==> src/hw/nbh_pkg.sv <==
package nbh_pkg;
    // Bus operation kinds the host can issue
    typedef enum logic [2:0] {
        NBH_OP_CMD = 3'h0,
        NBH_OP_ADDR = 3'h1,
        NBH_OP_DIN = 3'h2,
        NBH_OP_DOUT = 3'h3,
        NBH_OP_ADDR4 = 3'h4
    } nbh_op_e;

    // Request from user logic
    typedef struct packed {
        nbh_op_e op;
        logic [15:0] data;
    } nbh_req_s;

    // Flash pin outputs driven by the host
    typedef struct packed {
        logic ceN;
        logic cmdLatchStrobe;
        logic addrLatchStrobe;
        logic weN;
        logic reN;
        logic wpN;
    } nbh_pins_s;

    // Bus timing in ns and derived cycles at the clock rate
    localparam int NBH_CLK_PS = 4000;
    localparam int NBH_STROBE_LOW_NS = 12;
    localparam int NBH_STROBE_HIGH_NS = 12;
    localparam int NBH_STROBE_LOW_CYC = (NBH_STROBE_LOW_NS * 1000 + NBH_CLK_PS - 1) / NBH_CLK_PS;
    localparam int NBH_STROBE_HIGH_CYC = (NBH_STROBE_HIGH_NS * 1000 + NBH_CLK_PS - 1)
        / NBH_CLK_PS;
    localparam logic [3:0] NBH_LOW_CNT = 4'(NBH_STROBE_LOW_CYC);
    localparam logic [3:0] NBH_HIGH_CNT = 4'(NBH_STROBE_HIGH_CYC);

    // Address field layout
    localparam int NBH_ADDR_W = 26;
    localparam int NBH_COL_LSB = 0;
    localparam int NBH_A8 = 8;
    localparam int NBH_B2_LSB = 9;
    localparam int NBH_B3_LSB = 17;
    localparam int NBH_A25 = 25;
    localparam logic [2:0] NBH_ADDR_CYCLES = 3'h4;
    localparam logic [7:0] NBH_CMD_PTR_A = 8'h00;
    localparam logic [7:0] NBH_CMD_PTR_B = 8'h01;
endpackage

==> src/hw/nbh_sync2.sv <==
`timescale 1ns/1ps
// Two-flop synchroniser for pin inputs
module nbh_sync2 #(
    parameter int W = 1
) (
    input wire logic clk, // Clock
    input wire logic rst_n, // Async reset
    input wire logic [W-1:0] async_i, // Pin level
    output logic [W-1:0] sync_o // Synchronised level
);
    logic [W-1:0] meta_q;

    // First flop only feeds the second
    always_ff @(posedge clk or negedge rst_n) begin
        if (!rst_n) begin
            meta_q <= '0;
            sync_o <= '0;
        end else begin
            meta_q <= async_i;
            sync_o <= meta_q;
        end
    end
endmodule

==> src/hw/nbh_host.sv <==
`timescale 1ns/1ps
// What this block does
// - Command cycle: CE low, command strobe high, address strobe low, RE high, WE rises.
// - Commands use data lines 0-7 only; upper lanes ignored.
// - ADDR4 sends exactly four address cycles per address; ADDR sends a single one.
// - Address cycle: CE low, address strobe high, command strobe low, RE high, WE rises.
// - Data input: CE low, both strobes low, RE high; each WE rise one word.
// - Data output: CE low, WE high, strobes low; each RE fall next word.
// - Upper lanes carry data only in data input and output cycles.
// - Address bytes: A0-7, A9-16, A17-24, then A25 with seven zeros.
module nbh_host (
    input wire logic clk, // 250 MHz clock
    input wire logic rst_n, // Async reset, active low
    input wire nbh_pkg::nbh_req_s req, // Operation request
    input wire logic reqValid, // Request valid
    output logic reqReady, // Idle, can take a request
    input wire logic [25:0] addr, // Full address for ADDR4 op
    input wire logic writeProtect, // Protect request, high = protect
    input wire logic deselect, // Put device into standby
    output logic [15:0] rdData, // Word read from device
    output logic rdValid, // One-cycle pulse with rdData
    output logic devBusy, // Synchronised busy level
    output nbh_pkg::nbh_pins_s pins, // Flash strobes
    output logic [15:0] ioOut, // Data bus out
    output logic [15:0] ioOe, // Data bus drive enable per line
    input wire logic [15:0] ioIn, // Data bus in
    input wire logic ready_busy_n // Ready/busy pin, low = busy
);
    import nbh_pkg::*;

    // One-hot sequencer states; SAMPLE is only passed through on reads
    typedef enum logic [4:0] {
        NBH_IDLE = 5'h01,
        NBH_SETUP = 5'h02,
        NBH_LOW = 5'h04,
        NBH_HIGH = 5'h08,
        NBH_SAMPLE = 5'h10
    } nbh_st_e;

    // Sequencer state and the request it is working on
    nbh_st_e st_q;
    nbh_op_e op_q;
    logic [3:0] cnt_q;
    logic [2:0] addrIdx_q;
    logic [25:0] addr_q;
    logic [15:0] word_q;
    logic [15:0] ioSync;
    logic busySync;

    // Byte for a given address cycle
    function automatic logic [7:0] addrByte(input logic [25:0] a, input logic [2:0] i);
        case (i)
            3'h0: addrByte = a[NBH_COL_LSB +: 8];
            3'h1: addrByte = a[NBH_B2_LSB +: 8];
            3'h2: addrByte = a[NBH_B3_LSB +: 8];
            default: addrByte = {7'h00, a[NBH_A25]};
        endcase
    endfunction

    // Accept test shared by the sequencer and the ready flag. Codes outside the
    // five kinds are never taken, so an unlisted strobe mix cannot reach the pins.
    function automatic logic takeReq(input logic v, input logic d, input nbh_op_e o);
        case (o)
            NBH_OP_CMD, NBH_OP_ADDR, NBH_OP_DIN, NBH_OP_DOUT,
            NBH_OP_ADDR4: takeReq = v && !d;
            default: takeReq = 1'h0;
        endcase
    endfunction

    // Data lines pass two flops; read data is steady for the whole low phase
    nbh_sync2 #(.W(16)) u_sync_io (
        .clk(clk),
        .rst_n(rst_n),
        .async_i(ioIn),
        .sync_o(ioSync)
    );

    // Busy pin is open drain with a pull-up; inverted so high means busy
    nbh_sync2 #(.W(1)) u_sync_busy (
        .clk(clk),
        .rst_n(rst_n),
        .async_i(~ready_busy_n),
        .sync_o(busySync)
    );

    // Strobe sequencer; one bus cycle per request, four for ADDR4
    always_ff @(posedge clk or negedge rst_n) begin
        if (!rst_n) begin
            st_q <= NBH_IDLE;
            op_q <= NBH_OP_CMD;
            cnt_q <= 4'h0;
            addrIdx_q <= 3'h0;
            addr_q <= 26'h0;
            word_q <= 16'h0;
        end else begin
            case (st_q)
                NBH_IDLE: begin
                    if (takeReq(reqValid, deselect, req.op)) begin
                        op_q <= req.op;
                        word_q <= req.data;
                        addr_q <= addr;
                        addrIdx_q <= 3'h0;
                        st_q <= NBH_SETUP;
                    end
                end
                NBH_SETUP: begin
                    cnt_q <= NBH_LOW_CNT;
                    st_q <= NBH_LOW;
                end
                NBH_LOW: begin
                    if (cnt_q > 4'h1) begin
                        cnt_q <= cnt_q - 4'h1;
                    end else begin
                        cnt_q <= NBH_HIGH_CNT;
                        st_q <= (op_q == NBH_OP_DOUT) ? NBH_SAMPLE : NBH_HIGH;
                    end
                end
                NBH_SAMPLE: begin
                    st_q <= NBH_HIGH; // Data captured before RE rises
                end
                NBH_HIGH: begin
                    if (cnt_q > 4'h1) begin
                        cnt_q <= cnt_q - 4'h1;
                    end else if (op_q == NBH_OP_ADDR4 && addrIdx_q < NBH_ADDR_CYCLES - 3'h1) begin
                        addrIdx_q <= addrIdx_q + 3'h1;
                        st_q <= NBH_SETUP;
                    end else begin
                        st_q <= NBH_IDLE;
                    end
                end
                default: st_q <= NBH_IDLE;
            endcase
        end
    end

    // Strobe pins; write protect follows its input every cycle, never a strobe
    always_ff @(posedge clk or negedge rst_n) begin
        if (!rst_n) begin
            pins <= '{ceN: 1'b1, cmdLatchStrobe: 1'b0, addrLatchStrobe: 1'b0,
                      weN: 1'b1, reN: 1'b1, wpN: 1'b0};
        end else begin
            pins.wpN <= ~writeProtect;
            pins.ceN <= deselect ? 1'b1 : (st_q == NBH_IDLE ? pins.ceN : 1'b0);
            // Only one latch strobe ever high, never both
            pins.cmdLatchStrobe <= (st_q != NBH_IDLE) && (op_q == NBH_OP_CMD);
            pins.addrLatchStrobe <= (st_q != NBH_IDLE)
                && (op_q == NBH_OP_ADDR || op_q == NBH_OP_ADDR4);
            pins.weN <= !(st_q == NBH_LOW && op_q != NBH_OP_DOUT);
            pins.reN <= !((st_q == NBH_LOW) && op_q == NBH_OP_DOUT);
        end
    end

    // Data lanes; set from the first cycle of a request and held past the
    // write strobe's rise, so the device latches a steady byte
    always_ff @(posedge clk or negedge rst_n) begin
        if (!rst_n) begin
            ioOut <= 16'h0;
            ioOe <= 16'h0;
        end else begin
            case (op_q)
                NBH_OP_CMD: begin
                    ioOut <= {8'h00, word_q[7:0]};
                    ioOe <= (st_q != NBH_IDLE) ? 16'h00ff : 16'h0000;
                end
                NBH_OP_ADDR: begin
                    ioOut <= {8'h00, word_q[7:0]};
                    ioOe <= (st_q != NBH_IDLE) ? 16'h00ff : 16'h0000;
                end
                NBH_OP_ADDR4: begin
                    ioOut <= {8'h00, addrByte(addr_q, addrIdx_q)};
                    ioOe <= (st_q != NBH_IDLE) ? 16'h00ff : 16'h0000;
                end
                NBH_OP_DIN: begin
                    ioOut <= word_q;
                    ioOe <= (st_q != NBH_IDLE) ? 16'hffff : 16'h0000;
                end
                default: begin
                    ioOut <= 16'h0;
                    ioOe <= 16'h0; // device drives
                end
            endcase
        end
    end

    // Read capture; synchronised lines lag the pins by two cycles, so the
    // device access time must fit inside the first cycle of the read strobe's low phase
    always_ff @(posedge clk or negedge rst_n) begin
        if (!rst_n) begin
            rdData <= 16'h0;
            rdValid <= 1'h0;
        end else begin
            rdValid <= (st_q == NBH_SAMPLE);
            if (st_q == NBH_SAMPLE) begin
                rdData <= ioSync;
            end
        end
    end

    // Ready means idle and not taking a request on this edge
    always_ff @(posedge clk or negedge rst_n) begin
        if (!rst_n) begin
            reqReady <= 1'h0;
        end else begin
            reqReady <= (st_q == NBH_IDLE) && !takeReq(reqValid, deselect, req.op);
        end
    end

    // Busy is only reported; the user waits for it to drop before a new command
    always_ff @(posedge clk or negedge rst_n) begin
        if (!rst_n) begin
            devBusy <= 1'h0;
        end else begin
            devBusy <= busySync;
        end
    end
endmodule

==> config.mk <==
export PLATFORM = sky130hd
export DESIGN_NAME = nbh_host
export DESIGN_NICKNAME = d
export VERILOG_FILES = /design/src/hw/nbh_pkg.sv /design/src/hw/nbh_sync2.sv /design/src/hw/nbh_host.sv
export SDC_FILE = /design/constraint.sdc
export NUM_CORES = 1
export LEC_CHECK = 0
export BUFFER_PORTS_ARGS = -buffer_cell sky130_fd_sc_hd__buf_2
export CAP_MARGIN = 20
export CORE_UTILIZATION = 45
export CTS_BUF_LIST = sky130_fd_sc_hd__clkbuf_8
export DETAILED_ROUTE_END_ITERATION = 10
export PLACE_DENSITY = 0.72
export SETUP_SLACK_MARGIN = 0.05
export SYNTH_ARGS = -nofsm -noshare
export SYNTH_HDL_FRONTEND = slang
export SYNTH_HIERARCHICAL = 1
export SYNTH_SLANG_ARGS = --single-unit
==> constraint.sdc <==
create_clock -name clk -period 1.5 [get_ports clk]
set_input_delay 0.15 -clock clk [delete_from_list [all_inputs] [get_ports clk]]
set_output_delay 0.15 -clock clk [all_outputs]
set_load 0.03 [all_outputs]
Yosys cells after proc, flatten, opt, wreduce, memory -nomap -nowiden. Cells that the tools add are included.

$lt $le $gt $ge: 2. Equal/unequal tests: 23. $add $sub $neg: 2. Reduce and logical (&&, ||, !) cells: 24. Bitwise logic cells: 2. Multiplexer cells: 22.

Operator list (number): $pmux W16 S3 (1); $pmux W16 S2 (1); $pmux W5 S5 (1); $pmux W8 S3 (1); $mux W5 (4); $mux W16 (1); $eq A3 B2 Y1 const B (5); $pmux W4 S3 (1); $ne A2 B2 Y1 const B (5); $eq A3 B1 Y1 const B (3); $logic_not A3 Y1 (3); $mux W3 (3); $mux W4 (2); $mux W8 (1); $logic_and A1 B1 Y1 (7); $eq A3 B3 Y1 const B (2); $pmux W3 S2 (1); $eq A5 B1 Y1 const B (1); $eq A5 B2 Y1 const B (1); $eq A5 B3 Y1 const B (1); $eq A5 B4 Y1 const B (1); $eq A5 B5 Y1 const B (1); $ne A5 B1 Y1 const B (1); $reduce_or A5 Y1 (1); 18 further kinds (26).

Flip-flop bits (word level): 148. Output and inout port bits: 57. Word-level logic and storage cells: 97.

Longest topological paths before layout. Gate-level depths: netlist (run 1).

Word-level depth: 6. Mapped depth: 8.

Modules after synthesis. The synthesis (run 1) kept the hierarchy.

By module, submodules not included: nbh_host (instances 1, area each 4169.0 µm², cells an instance 351); nbh_sync2 (u_sync_io) (instances 1, area each 800.8 µm², cells an instance 32); nbh_sync2 (u_sync_busy) (instances 1, area each 50.0 µm², cells an instance 2).

Least setup slack after synthesis (run 1). Ideal clock, no wire load.

Kind: register -> register. From: reg addrIdx_q[0]. To: reg ioOut[0]. Arrival: 1.496 ns. Period minus slack after synthesis: 1.618 ns. Path slack: -0.118 ns. Cell stages (with the launch flop): 7. Setup time: 0.122 ns. Path buffers: 1. Required time: 1.378 ns. Cell sequence: dfrtp_1 inv_1 ha_1 clkbuf_1 a222oi_1 o22ai_1 a32o_1.

Cells in the longest elaborated chain, start to end: 3. Elaborated cells on any way between the ends: 5. Classes of those cells: eq/ne: 2; mux: 2; reduce/logical: 1.

Ends and longest elaborated chain: start: declaration (RTL line nbh_host.sv:44) `logic [2:0] addrIdx_q;`; start signal: assignment (RTL line nbh_host.sv:125) `addrIdx_q <= addrIdx_q + 3'h1;`; $eq A3 B2 Y1, or another cell as far along (RTL line nbh_host.sv:52) `case (i)`; $pmux W8 S3 * (RTL line nbh_host.sv:52); $pmux W16 S3 * (RTL line nbh_host.sv:160) `case (op_q)`; end signal: assignment (RTL line nbh_host.sv:162) `ioOut <= {8'h00, word_q[7:0]};`; end signal: assignment (RTL line nbh_host.sv:166) `ioOut <= {8'h00, word_q[7:0]};`; end signal: assignment (RTL line nbh_host.sv:170) `ioOut <= {8'h00, addrByte(addr_q, addrIdx_q)};`; end: declaration (RTL line nbh_host.sv:24) `output logic [15:0] ioOut,`.

Every way passes the cells marked *; elsewhere a longest branch is shown, timed or not. A chain may end at the register's enable or synchronous reset.

Worst setup path in the final report (run 1).
From: reg st_q[4]. To: reg word_q[10].

Cells in the longest elaborated chain, start to end: 2.

Ends and longest elaborated chain: start: declaration (RTL line nbh_host.sv:41) `nbh_st_e st_q;`; start signal: assignment (RTL line nbh_host.sv:115) `st_q <= (op_q == NBH_OP_DOUT) ? NBH_SAMPLE : NBH_HIGH;`; $eq A5 B1 Y1 (RTL line nbh_host.sv:96) `case (st_q)`; $reduce_and A2 Y1 (no source line); end signal: assignment (RTL line nbh_host.sv:100) `word_q <= req.data;`; end: declaration (RTL line nbh_host.sv:46) `logic [15:0] word_q;`.

Every way passes these cells.

==> results of run 1 <==
==> power by group <==
group	switching, uW	internal, uW
Clock	1400	1890
Combinational	2700	2560
Sequential	635	4590
==> placed cells by master (no fill, tap or decap), types with 3 or more instances in the layout <==
master                          synthesis  final
sky130_fd_sc_hd__nor2_4                 1      3
sky130_fd_sc_hd__a21oi_1                9      7
sky130_fd_sc_hd__nor2_1                13     10
sky130_fd_sc_hd__dlygate4sd3_1          0     64
sky130_fd_sc_hd__and2_1                 9      9
sky130_fd_sc_hd__o21ai_1                0      6
sky130_fd_sc_hd__dfrtp_2                0      3
sky130_fd_sc_hd__clkbuf_8               0     19
sky130_fd_sc_hd__dfstp_2                4      4
sky130_fd_sc_hd__inv_4                  0      3
sky130_fd_sc_hd__mux2_4                 0     43
sky130_fd_sc_hd__nand3b_1               3      3
sky130_fd_sc_hd__bufinv_16              0      4
sky130_fd_sc_hd__a222oi_1               8      8
sky130_fd_sc_hd__nand2_1               65     62
sky130_fd_sc_hd__buf_2                  5    121
sky130_fd_sc_hd__nor2_2                 3      4
sky130_fd_sc_hd__nand2_2                0      3
sky130_fd_sc_hd__dfrtp_1              129    126
sky130_fd_sc_hd__inv_1                 11     11
sky130_fd_sc_hd__xor2_1                 3      3
sky130_fd_sc_hd__buf_4                 14     31
sky130_fd_sc_hd__buf_12                 0      7
sky130_fd_sc_hd__nor3_1                 6      4
sky130_fd_sc_hd__ha_4                   0      3
sky130_fd_sc_hd__o211ai_1               3      3
sky130_fd_sc_hd__buf_6                  4      8
==> area by class of cell <==
cell class              count  share of cell area (%)
inverters                  12                   0.692
well taps                 140                    2.31
repair buffers            236                    24.1
clock buffers              19                    3.44
clock inverters            13                    2.36
flip-flops and latches    133                    43.9
multi-input cells         212                    23.2
==> cells by family after synthesis <==
group / count (synthesis) / share of synthesized area, %
DFF: 133 / 66.4
and+or+nand+nor: 117 / 11.1
muxes: 44 / 9.85
AOI/OAI and AO/OA: 41 / 5.68
buffers and inverters: 40 / 4.76
adders and majority gates: 6 / 1.50
xor gates and xnor gates: 4 / 0.698
==> worst max-delay path, cell delays in order, from the launching register on <==
cell and delay, ns:
sky130_fd_sc_hd__dfrtp_1 0.42, sky130_fd_sc_hd__nor2_4 0.15, sky130_fd_sc_hd__nand3_4 0.12, sky130_fd_sc_hd__nor2_8 0.19, sky130_fd_sc_hd__buf_8 0.16, sky130_fd_sc_hd__clkbuf_16 0.16
sky130_fd_sc_hd__mux2_4 0.29
==> sequential cells by signal, indices dropped and copies added (netlist names), 2 cells and up <==
signal / count
pins: 6
ioOe: 2
ioOut: 16
u_sync_io/meta_q: 16
addrIdx_q: 3
op_q: 3
cnt_q: 4
u_sync_io/sync_o: 16
addr_q: 25
rdData: 16
st_q: 5
word_q: 16
==> timing repair <==
item,4_1_cts,5_1_grt
hold buffers,64,0
setup endpoints to repair,79,81
pin swaps,16,19
cloned,3,2
buffers inserted,7,4
endpoints found under the hold margin,114,0
gates resized for setup,33,25
==> worst max-delay path by stage <==
stage | to | slack (ns) | cells past startpoint
after global placement | addrIdx_q[2] | -0.08 | 7
after detailed placement | addrIdx_q[2] | -0.12 | 7
final | word_q[10] | -0.11 | 6
after CTS | addrIdx_q[2] | -0.11 | 7
after global routing | addrIdx_q[1] | -0.20 | 8
after floorplan | ioOut[0] | -0.04 | 6
==> metrics by stage <==
stage	utilization, %	setup WS (ns)	total power [uW]	instances	cell area, um2
global placement	56.4	-0.0753	9500	654	6110
detailed placement	56.4	-0.123	9640	654	6110
global route	70.1	-0.199	14500	765	7600
CTS	68.7	-0.111	13400	760	7450
finish	70.1	-0.112	13800	765	7600
floorplan	-	-0.0422	8330	385	5230
==> layer usage <==
| layer | vias up | wire [um] | GRT usage [%] |
|---|---|---|---|
| met5 | - | 0 | 0 |
| met1 | 1850 | 5060 | 26.9 |
| met4 | 0 | 140 | 8.12 |
| met2 | 154 | 6390 | 38.0 |
| met3 | 17 | 753 | 6.78 |
| li1 | 1747 | - | - |
==> metrics.md, run 1 <==
| Metric | Value |
|---|---|
| Static power due to leakage | 0.00380 uW |
| Vias | 3768 |
| Synthesized instance count | 385 |
| Skew-Pair Late Insertion Delay | 0.44 ns |
| Effective utilization at floorplan | 46.3% |
| Area used by multi-input combinational logic | 0.00176 mm2 |
| Smallest setup slack after layout | -0.112 ns |
| H-tree depth | 4 |
| Count of antenna-violating nets left after detailed routing | 0 |
| Average instance area after synthesis | 13.0 um2 |
| Transition time at the pin with the least slew margin | 0.442 ns |
| Cells taking the most area after synthesis | sky130_fd_sc_hd__dfrtp_1 64%, sky130_fd_sc_hd__mux2_1 8.5%, sky130_fd_sc_hd__nand2_1 4.9%, sky130_fd_sc_hd__buf_4 2.1%, sky130_fd_sc_hd__dfstp_2 2.1% |
| Worst hold margin | 0.214 ns |
| Maximum clock path buffer count | 2 |
| Kind of path behind the tightest hold check | primary input to async pin |
| Period utilisation layout | 107% |
| Cell count of the worst reg-to-reg path | 6 |
| Crit start category | flop |
| Count of endpoints failing setup in the final report | 49 |
| Fraction of final layout cells sized beyond drive strength 1 | 45.6% |
| Arrival time reported for the critical path endpoint | 1.93 ns |
| End of the worst register-to-register path | word_q[10] |
| Post-Syn Nets | 458 |
| Final min period | 1.61 ns |
| #FFs+latches synth | 133 |
| Register cell area after layout | 0.00334 mm2 |
| Largest net degree at the start of global routing | 48 |
| Worst voltage drop across the vdd grid | 0.00124 V |
| Sequential element share of the synthesized area | 66.4% |
| Number of antenna violations at the first check in global routing | 0 |
| Overall die area | 0.0116 mm2 |
| Largest area contributor in the synthesized netlist | sky130_fd_sc_hd__dfrtp_1 |
| Detailed router's first-iteration violation count | 248 |
| Area of the mapped netlist | 0.00502 mm2 |
| Total Wirelength | 12300 um |
| Final weighted congestion of routability-driven global placement | 0.802 |
| Most used flip-flop cell after synthesis | sky130_fd_sc_hd__dfrtp_1 |
| Failing checks | negative setup slack |
| Crit Path Max Fanout | 6 |
| Area overhead of the layout relative to synthesis | 51.3% |
| Max_slew headroom | 70.6% |
| Power Dens Cells | 1810 mW/mm2 |
| Number of clock sinks seen by CTS | 133 |
| Worst Path Required | 1.82 ns |
| Most common cell in the synthesized netlist | sky130_fd_sc_hd__dfrtp_1 |
| Total number of yosys warnings | 6 |
| Wire length of the first global-routing pass | 19500 um |
| Number of max-cap violations | 0 |
| Area of the placeable core | 0.0108 mm2 |
| Unrepaired setup endpoints after global routing | true |
| Outcome | finished with violations |
| N_diodes | 0 |
| CTS buffer count | 17 |
| Cell Rows | 38 |
| Total count of max-transition violations in the final report | 0 |
| Final layout net count | 685 |
| Number of filler instances in the final layout | 727 |
| Global-route usage over all layers | 22.4% |
| Average via count per standard cell | 4.93 |
| Share of synthesized flip-flops with an asynchronous set or reset | 100% |
| Share of the synthesized area in the top cell type | 64.3% |
| Number of top-level pins | 124 |
| Launch point of the worst reg-to-reg path | st_q[4] |
| Drt wl/cell | 16.1 um |
| Reg2reg setup slack | -0.11 ns |
| Die span in x | 108 um |
| Via count of the first global-routing pass | 4071 |
| Clock tree from TritonCTS | yes |
| Clock slew at reported path FFs | 0.07 ns |
| Count of buffers inserted at the top-level ports | 122 |
| Sum of overflow across all layers after global routing | 0 |
| Sort of element at the end of the critical path | flop |
| DRC violation count after routing | 0 |
| Final Skew | 0.0132 ns |
| Critical path class | flop to flop |
| First element of the critical path | st_q[4] |
| Total half-perimeter wirelength after legalization and detailed placement | 7250 um |
| Vertical extent of the die | 108 um |
| Count of flip-flops with a built-in enable after synthesis | 0 |
| Commonest cells in the synthesized netlist | 129 x sky130_fd_sc_hd__dfrtp_1, 65 x sky130_fd_sc_hd__nand2_1, 38 x sky130_fd_sc_hd__mux2_1, 14 x sky130_fd_sc_hd__buf_4, 13 x sky130_fd_sc_hd__nor2_1 |
| First-pass iteration count of the detailed router | 5 |
| Maximum clock frequency | 0.620 GHz |
| Netlist cell types | 45 |
| Total negative slack | -3.38 ns |
| Hold violation count in the final report | 0 |
| Cell at the root of the clock tree | sky130_fd_sc_hd__clkbuf_8 |
(Power assumes the default switching activity.)
==> run 2: changes to the inputs <==
--- a/config.mk
+++ b/config.mk
@@ -7,6 +7,7 @@
 export LEC_CHECK = 0
 export BUFFER_PORTS_ARGS = -buffer_cell sky130_fd_sc_hd__buf_2
 export CAP_MARGIN = 20
+export CORE_MARGIN = 1.5
 export CORE_UTILIZATION = 45
 export CTS_BUF_LIST = sky130_fd_sc_hd__clkbuf_8
 export DETAILED_ROUTE_END_ITERATION = 10
==> run 2 against run 1 <==
The flow still finishes with violations (negative setup slack). Largest cell class unchanged. Highest routed layer unchanged. Core utilization fell by 1.8 points. Final cell count fell by 0.78%. First-iteration DRC count rose by 8.5%. Largest power group is now registers.
==> metrics.md, run 2 (same netlist as run 1, synthesis figures left out) <==
| Metric | Value |
|---|---|
| Outcome | finished with violations |
| Failing checks | negative setup slack |
| CTS buffer count | 17 |
| N_diodes | 0 |
| Detailed router's first-iteration violation count | 269 |
| Sum of overflow across all layers after global routing | 0 |
| Final layout net count | 679 |
| Crit start category | flop |
| Worst voltage drop across the vdd grid | 0.00108 V |
| Count of endpoints failing setup in the final report | 34 |
| Maximum clock path buffer count | 2 |
| Ordered cell list for the critical path | inv_1 -> ha_2 -> nor2_2 -> or3_4 -> nor2_4 -> o211ai_1 -> a22o_1 |
| Skew-Pair Late Insertion Delay | 0.43 ns |
| Die span in x | 109 um |
| Critical path class | flop to flop |
| First-pass iteration count of the detailed router | 4 |
| Wire length of the first global-routing pass | 19200 um |
| Largest net degree at the start of global routing | 47 |
| Area overhead of the layout relative to synthesis | 47.5% |
| Final std cells w/o fill | 759 |
| Register share of total power | 39.1% |
| Arrival time reported for the critical path endpoint | 1.94 ns |
| Cell family with the largest share of critical-path delay | simple AND/OR/NAND/NOR gates |
| Power Internal | 8700 uW |
| Clock slew at reported path FFs | 0.07 ns |
| Power spent charging and discharging nets | 4640 uW |
| Worst hold margin | 0.0551 ns |
| Fraction of final layout cells sized beyond drive strength 1 | 44.9% |
| Register bank with the most flops | addr_q |
| Unrepaired setup endpoints after global routing | true |
| Placed Instances | 656 |
| Period utilisation layout | 109% |
| Drt wl/cell | 16.2 um |
| Number of antenna violations at the first check in global routing | 0 |
| Max_slew headroom | 75.0% |
| H-tree depth | 4 |
| Total count of max-transition violations in the final report | 0 |
| Static power due to leakage | 0.00373 uW |
| Effective utilization at floorplan | 46.3% |
| Via count of the first global-routing pass | 4036 |
| Leading cell type in the layout, fill and taps excluded | sky130_fd_sc_hd__dfrtp_1 |
| Final weighted congestion of routability-driven global placement | 0.799 |
| Vertical extent of the die | 109 um |
| Total non-filler cell area in the finished layout | 0.00740 mm2 |
| Global-route usage over all layers | 21.7% |
| DRC violation count after routing | 0 |
| Number of filler instances in the final layout | 752 |
| Area used by multi-input combinational logic | 0.00174 mm2 |
| Count of antenna-violating nets left after detailed routing | 0 |
| Number of top-level pins | 124 |
| Sort of element at the end of the critical path | flop |
| Largest stage delay, worst path | 0.40 ns |
| Overall die area | 0.0118 mm2 |
| Worst Path Required | 1.81 ns |
| Max stage delay cell, worst path | sky130_fd_sc_hd__dfrtp_1 |
| Power Dens Cells | 1800 mW/mm2 |
| Count of buffers inserted at the top-level ports | 122 |
| Hold violation count in the final report | 0 |
| Kind of path behind the tightest hold check | primary input to flop |
| Smallest setup slack after layout | -0.133 ns |
| Number of clock sinks seen by CTS | 133 |
| Area post-placement | 0.00612 mm2 |
| Cell Rows | 38 |
| Clock tree from TritonCTS | yes |
| Vias | 3762 |
| Max reg flops | 25 |
| Register cell area after layout | 0.00334 mm2 |
| Total half-perimeter wirelength after legalization and detailed placement | 7190 um |
| Worst slack, placed | -0.137 ns |
| Logic gate share of total power | 38.0% |
| Switching share of power | 34.8% |
| Power share of the clock group | 22.9% |
| Area of the placeable core | 0.0108 mm2 |
| Final Skew | 0.0161 ns |
| Average via count per standard cell | 4.96 |
| Total Wirelength | 12300 um |
| Maximum clock frequency | 0.612 GHz |
| Commonest non-fill, non-tap cells in the layout | 126 x sky130_fd_sc_hd__dfrtp_1, 121 x sky130_fd_sc_hd__buf_2, 65 x sky130_fd_sc_hd__nand2_1 |
| Cell at the root of the clock tree | sky130_fd_sc_hd__clkbuf_8 |
| Number of max-cap violations | 0 |
| Transition time at the pin with the least slew margin | 0.371 ns |
| Crit Path Max Fanout | 5 |
| Critical path buffers and inverters | 1 |
| Post-layout power | 13300 uW |
| Final min period | 1.63 ns |
run 2: cell types whose count changed in the layout (fill, tap and decap cells not counted), sizes merged:
cell         change
buf              -3
bufinv           -1
clkbuf           -2
clkinv           +3
dlygate4sd3      -2
inv              -1
run 2: repair_timing:
| action | CTS | global route |
|---|---|---|
| setup endpoints to repair | 79 | 70 |
| setup buffers | 3 | 5 |
| pin swaps | 10 | 15 |
| hold endpoints to repair | 193 | 0 |
| cloned | 2 | 1 |
| hold buffers | 62 | 0 |
| gates resized for setup | 22 | 28 |
run 2: path summary, 6_finish.rpt:
path	from	endpoint	slack [ns]	cells past startpoint
worst max-delay path	cnt_q[0]	addrIdx_q[2]	-0.13	7
worst min-delay path	req[16]	op_q[0]	0.06	3
worst max register to register	cnt_q[0]	addrIdx_q[2]	-0.13	7
worst min register to register	u_sync_io/meta_q[5]	u_sync_io/sync_o[5]	0.35	0
max in group asynchronous	rst_n	st_q[0]	0.75	3
min in group asynchronous	rst_n	rdData[0]	0.19	2
run 2: worst reg2reg max path, cell delays in order (launching register included):
cell	delay (ns)
sky130_fd_sc_hd__dfrtp_1	0.40
sky130_fd_sc_hd__inv_1	0.07
sky130_fd_sc_hd__ha_2	0.18
sky130_fd_sc_hd__nor2_2	0.05
sky130_fd_sc_hd__or3_4	0.38
sky130_fd_sc_hd__nor2_4	0.12
sky130_fd_sc_hd__o211ai_1	0.10
sky130_fd_sc_hd__a22o_1	0.23
run 2: cell type report:
type	instances	share of cell area, %
flip-flops and latches	133	45.1
clock inverters	14	2.15
clock buffers	18	3.35
repair buffers	230	22.9
well taps	140	2.37
inverters	12	0.659
multi-input cells	212	23.5
run 2: stage by stage:
step	util (%)	setup TNS, ns
floorplan	-	-0.103
global placement	56.5	-1.81
global route	68.3	-5.88
finish	68.3	-2.34
detailed placement	56.5	-5.20
CTS	67.2	-2.16
run 2: power groups by stage:
stage | registers (uW) | clock network [uW] | logic [uW]
after global routing | 5320 | 3310 | 5430
after detailed placement | 5220 | 0 | 4440
after CTS | 5180 | 3130 | 4790
after floorplan | 5580 | 0 | 2750
after global placement | 5180 | 0 | 4340
final | 5210 | 3060 | 5070
run 2: per-layer routing:
layer	share of wire, %	vias up	GRT usage, %
met2	51	151	36.6
met1	41	1866	25.6
met4	1.6	0	8.36
li1	-	1727	-
met5	0	-	0
met3	6.3	18	7.17
==> run 3: changes to the inputs <==
--- a/config.mk
+++ b/config.mk
@@ -8,10 +8,10 @@
 export BUFFER_PORTS_ARGS = -buffer_cell sky130_fd_sc_hd__buf_2
 export CAP_MARGIN = 20
 export CORE_MARGIN = 1.5
-export CORE_UTILIZATION = 45
+export CORE_UTILIZATION = 50
 export CTS_BUF_LIST = sky130_fd_sc_hd__clkbuf_8
 export DETAILED_ROUTE_END_ITERATION = 10
-export PLACE_DENSITY = 0.72
+export PLACE_DENSITY = 0.79
 export SETUP_SLACK_MARGIN = 0.05
 export SYNTH_ARGS = -nofsm -noshare
 export SYNTH_HDL_FRONTEND = slang
==> run 3 against run 2 <==
Flip-flop and latch count unchanged. Critical endpoint is now cnt_q[2]. Sequential share of layout area decreased by 0.31 points. Non-clock buffer count is 4 higher. Combinational power up 3%. The flow still finishes with violations (negative setup slack). Setup slack got worse by 0.045 ns. Count of clock-buffer cells in the layout did not move. Fmax is 2.7% lower.
==> metrics.md, run 3 (same netlist as run 1, synthesis figures left out) <==
| Metric | Value |
|---|---|
| Register bank with the most flops | addr_q |
| Final weighted congestion of routability-driven global placement | 0.822 |
| Fraction of final layout cells sized beyond drive strength 1 | 46.2% |
| Largest net degree at the start of global routing | 80 |
| Count of buffers inserted at the top-level ports | 122 |
| Maximum clock path buffer count | 2 |
| End of the worst register-to-register path | cnt_q[2] |
| Global-route usage over all layers | 23.9% |
| Static power due to leakage | 0.00376 uW |
| Total Wirelength | 12700 um |
| Critical path class | flop to flop |
| Number of antenna violations at the first check in global routing | 1 |
| Unrepaired setup endpoints after global routing | true |
| Overall die area | 0.0106 mm2 |
| Ordered cell list for the critical path | inv_2 -> ha_4 -> nor2_2 -> o311a_1 -> o211ai_1 -> xor2_1 -> nor2_1 |
| H-tree depth | 4 |
| First element of the critical path | cnt_q[1] |
| Failing checks | negative setup slack |
| Vias | 3859 |
| Worst hold margin | 0.0602 ns |
| Power Internal | 8750 uW |
| Reg2reg setup slack | -0.18 ns |
| Vertical extent of the die | 103 um |
| Maximum clock frequency | 0.596 GHz |
| Final min period | 1.68 ns |
| End point of the worst hold path | op_q[0] |
| Final layout net count | 683 |
| Area overhead of the layout relative to synthesis | 48.5% |
| DRC violation count after routing | 0 |
| Switching share of power | 35.1% |
| Detailed router's first-iteration violation count | 145 |
| First-pass iteration count of the detailed router | 5 |
| Depth of the worst hold-timing path | 3 |
| Kind of path behind the tightest hold check | primary input to flop |
| Total half-perimeter wirelength after legalization and detailed placement | 7060 um |
| Power share of the clock group | 22.6% |
| Total count of max-transition violations in the final report | 0 |
| Arrival time reported for the critical path endpoint | 1.99 ns |
| Max stage delay cell, worst path | sky130_fd_sc_hd__dfrtp_1 |
| Clock slew at reported path FFs | 0.08 ns |
| Register share of total power | 38.7% |
| CTS buffer count | 17 |
| Area of the placeable core | 0.00977 mm2 |
| Cell count of the worst reg-to-reg path | 7 |
| Logic gate share of total power | 38.7% |
| Die span in x | 103 um |
| Power Dens Cells | 1810 mW/mm2 |
| Crit start category | flop |
| N_diodes | 0 |
| Clock tree from TritonCTS | yes |
| Wire length of the first global-routing pass | 18600 um |
| Post-layout power | 13500 uW |
| Launch point of the worst reg-to-reg path | cnt_q[1] |
| Leading cell type in the layout, fill and taps excluded | sky130_fd_sc_hd__dfrtp_1 |
| Smallest setup slack after layout | -0.178 ns |
| Worst slack, placed | -0.166 ns |
| Min-delay src | req[16] |
| Average via count per standard cell | 5.10 |
| Final Skew | 0.0148 ns |
| Count of endpoints failing setup in the final report | 40 |
| Number of filler instances in the final layout | 569 |
| Total negative slack | -2.66 ns |
| Period utilisation layout | 112% |
| Skew-Pair Late Insertion Delay | 0.44 ns |
| Cell at the root of the clock tree | sky130_fd_sc_hd__clkbuf_8 |
| Transition time at the pin with the least slew margin | 0.433 ns |
| Power spent charging and discharging nets | 4740 uW |
| Sort of element at the end of the critical path | flop |
| Total non-filler cell area in the finished layout | 0.00745 mm2 |
| Hold violation count in the final report | 0 |
| Effective utilization at floorplan | 51.4% |
| Worst voltage drop across the vdd grid | 0.00101 V |
| Number of max-cap violations | 0 |
| Count of antenna-violating nets left after detailed routing | 0 |
| Crit Path Max Fanout | 3 |
| Max reg flops | 25 |
| Worst Path Required | 1.81 ns |
| Outcome | finished with violations |
| Max_slew headroom | 71.1% |
| Via count of the first global-routing pass | 3821 |
| Drt wl/cell | 16.8 um |
| Commonest non-fill, non-tap cells in the layout | 127 x sky130_fd_sc_hd__dfrtp_1, 121 x sky130_fd_sc_hd__buf_2, 64 x sky130_fd_sc_hd__nand2_1 |
| Number of top-level pins | 124 |
| Cell Rows | 36 |
| Number of clock sinks seen by CTS | 133 |
| Sum of overflow across all layers after global routing | 0 |
| Largest stage delay, worst path | 0.40 ns |
| Area post-placement | 0.00606 mm2 |
-- run 3: cell types whose count changed in the layout (fill, tap and decap cells not counted), moves of 2 or more --
cell and delta:
sky130_fd_sc_hd__a21oi_1 -2, sky130_fd_sc_hd__a21oi_2 +2, sky130_fd_sc_hd__buf_12 -2, sky130_fd_sc_hd__buf_4 +3
sky130_fd_sc_hd__ha_2 +2, sky130_fd_sc_hd__inv_1 -2, sky130_fd_sc_hd__inv_2 +2
-- run 3: timing repair --
item | 4_1_cts | 5_1_grt
hold buffers | 62 | 0
hold endpoints to repair | 190 | 0
gates cloned | 2 | 2
setup buffers | 7 | 7
endpoints found under the setup margin | 78 | 63
gates resized for setup | 28 | 32
pin swaps | 15 | 12
-- run 3: area by class of cell --
| type | count | area [um2] | area share (%) |
|---|---|---|---|
| timing repair buffer | 234 | 1750 | 23.5 |
| sequential | 133 | 3340 | 44.8 |
| inverter | 12 | 47.5 | 0.638 |
| tap | 133 | 166 | 2.23 |
| clock inverter | 14 | 159 | 2.13 |
| clock buffer | 18 | 248 | 3.32 |
| multi-input combinational | 212 | 1750 | 23.5 |
-- run 3: power groups by stage --
stage	Sequential [uW]	Combinational, uW	Clock [uW]
detailed placement	5220	4390	0
global route	5320	5590	3260
CTS	5170	4800	3080
global placement	5170	4290	0
floorplan	5580	2750	0
finish	5220	5220	3040
-- run 3: per-stage QoR --
step,cells,utilization (%)
after global routing,756,76.3
final,756,76.3
after floorplan,385,-
after global placement,646,62.0
after detailed placement,646,62.0
after CTS,749,74.6
-- run 3: worst max-delay path by stage --
stage | to | cells past startpoint
2_1_floorplan | ioOut[0] | 6
3_3_place_gp | addrIdx_q[0] | 7
3_5_place_dp | addrIdx_q[0] | 7
4_1_cts | cnt_q[2] | 7
5_1_grt | cnt_q[2] | 7
6_report | cnt_q[2] | 7
-- run 3: metal layers --
metal	up-vias	track usage (%)	wire length, um
li1	1749	-	-
met1	1929	26.7	4950
met2	154	42.2	6760
met3	25	8.20	755
met4	2	9.15	244
met5	-	0	10
-- run 3: critical path, delay by kind of cell, from the launching register on --
family	cells	cell delay [ns]
DFF	1	0.40
AOI/OAI and AO/OA	2	0.63
buffers and inverters	1	0.10
xor gates and xnor gates	1	0.17
adders and majority gates	1	0.15
and+or+nand+nor	2	0.10
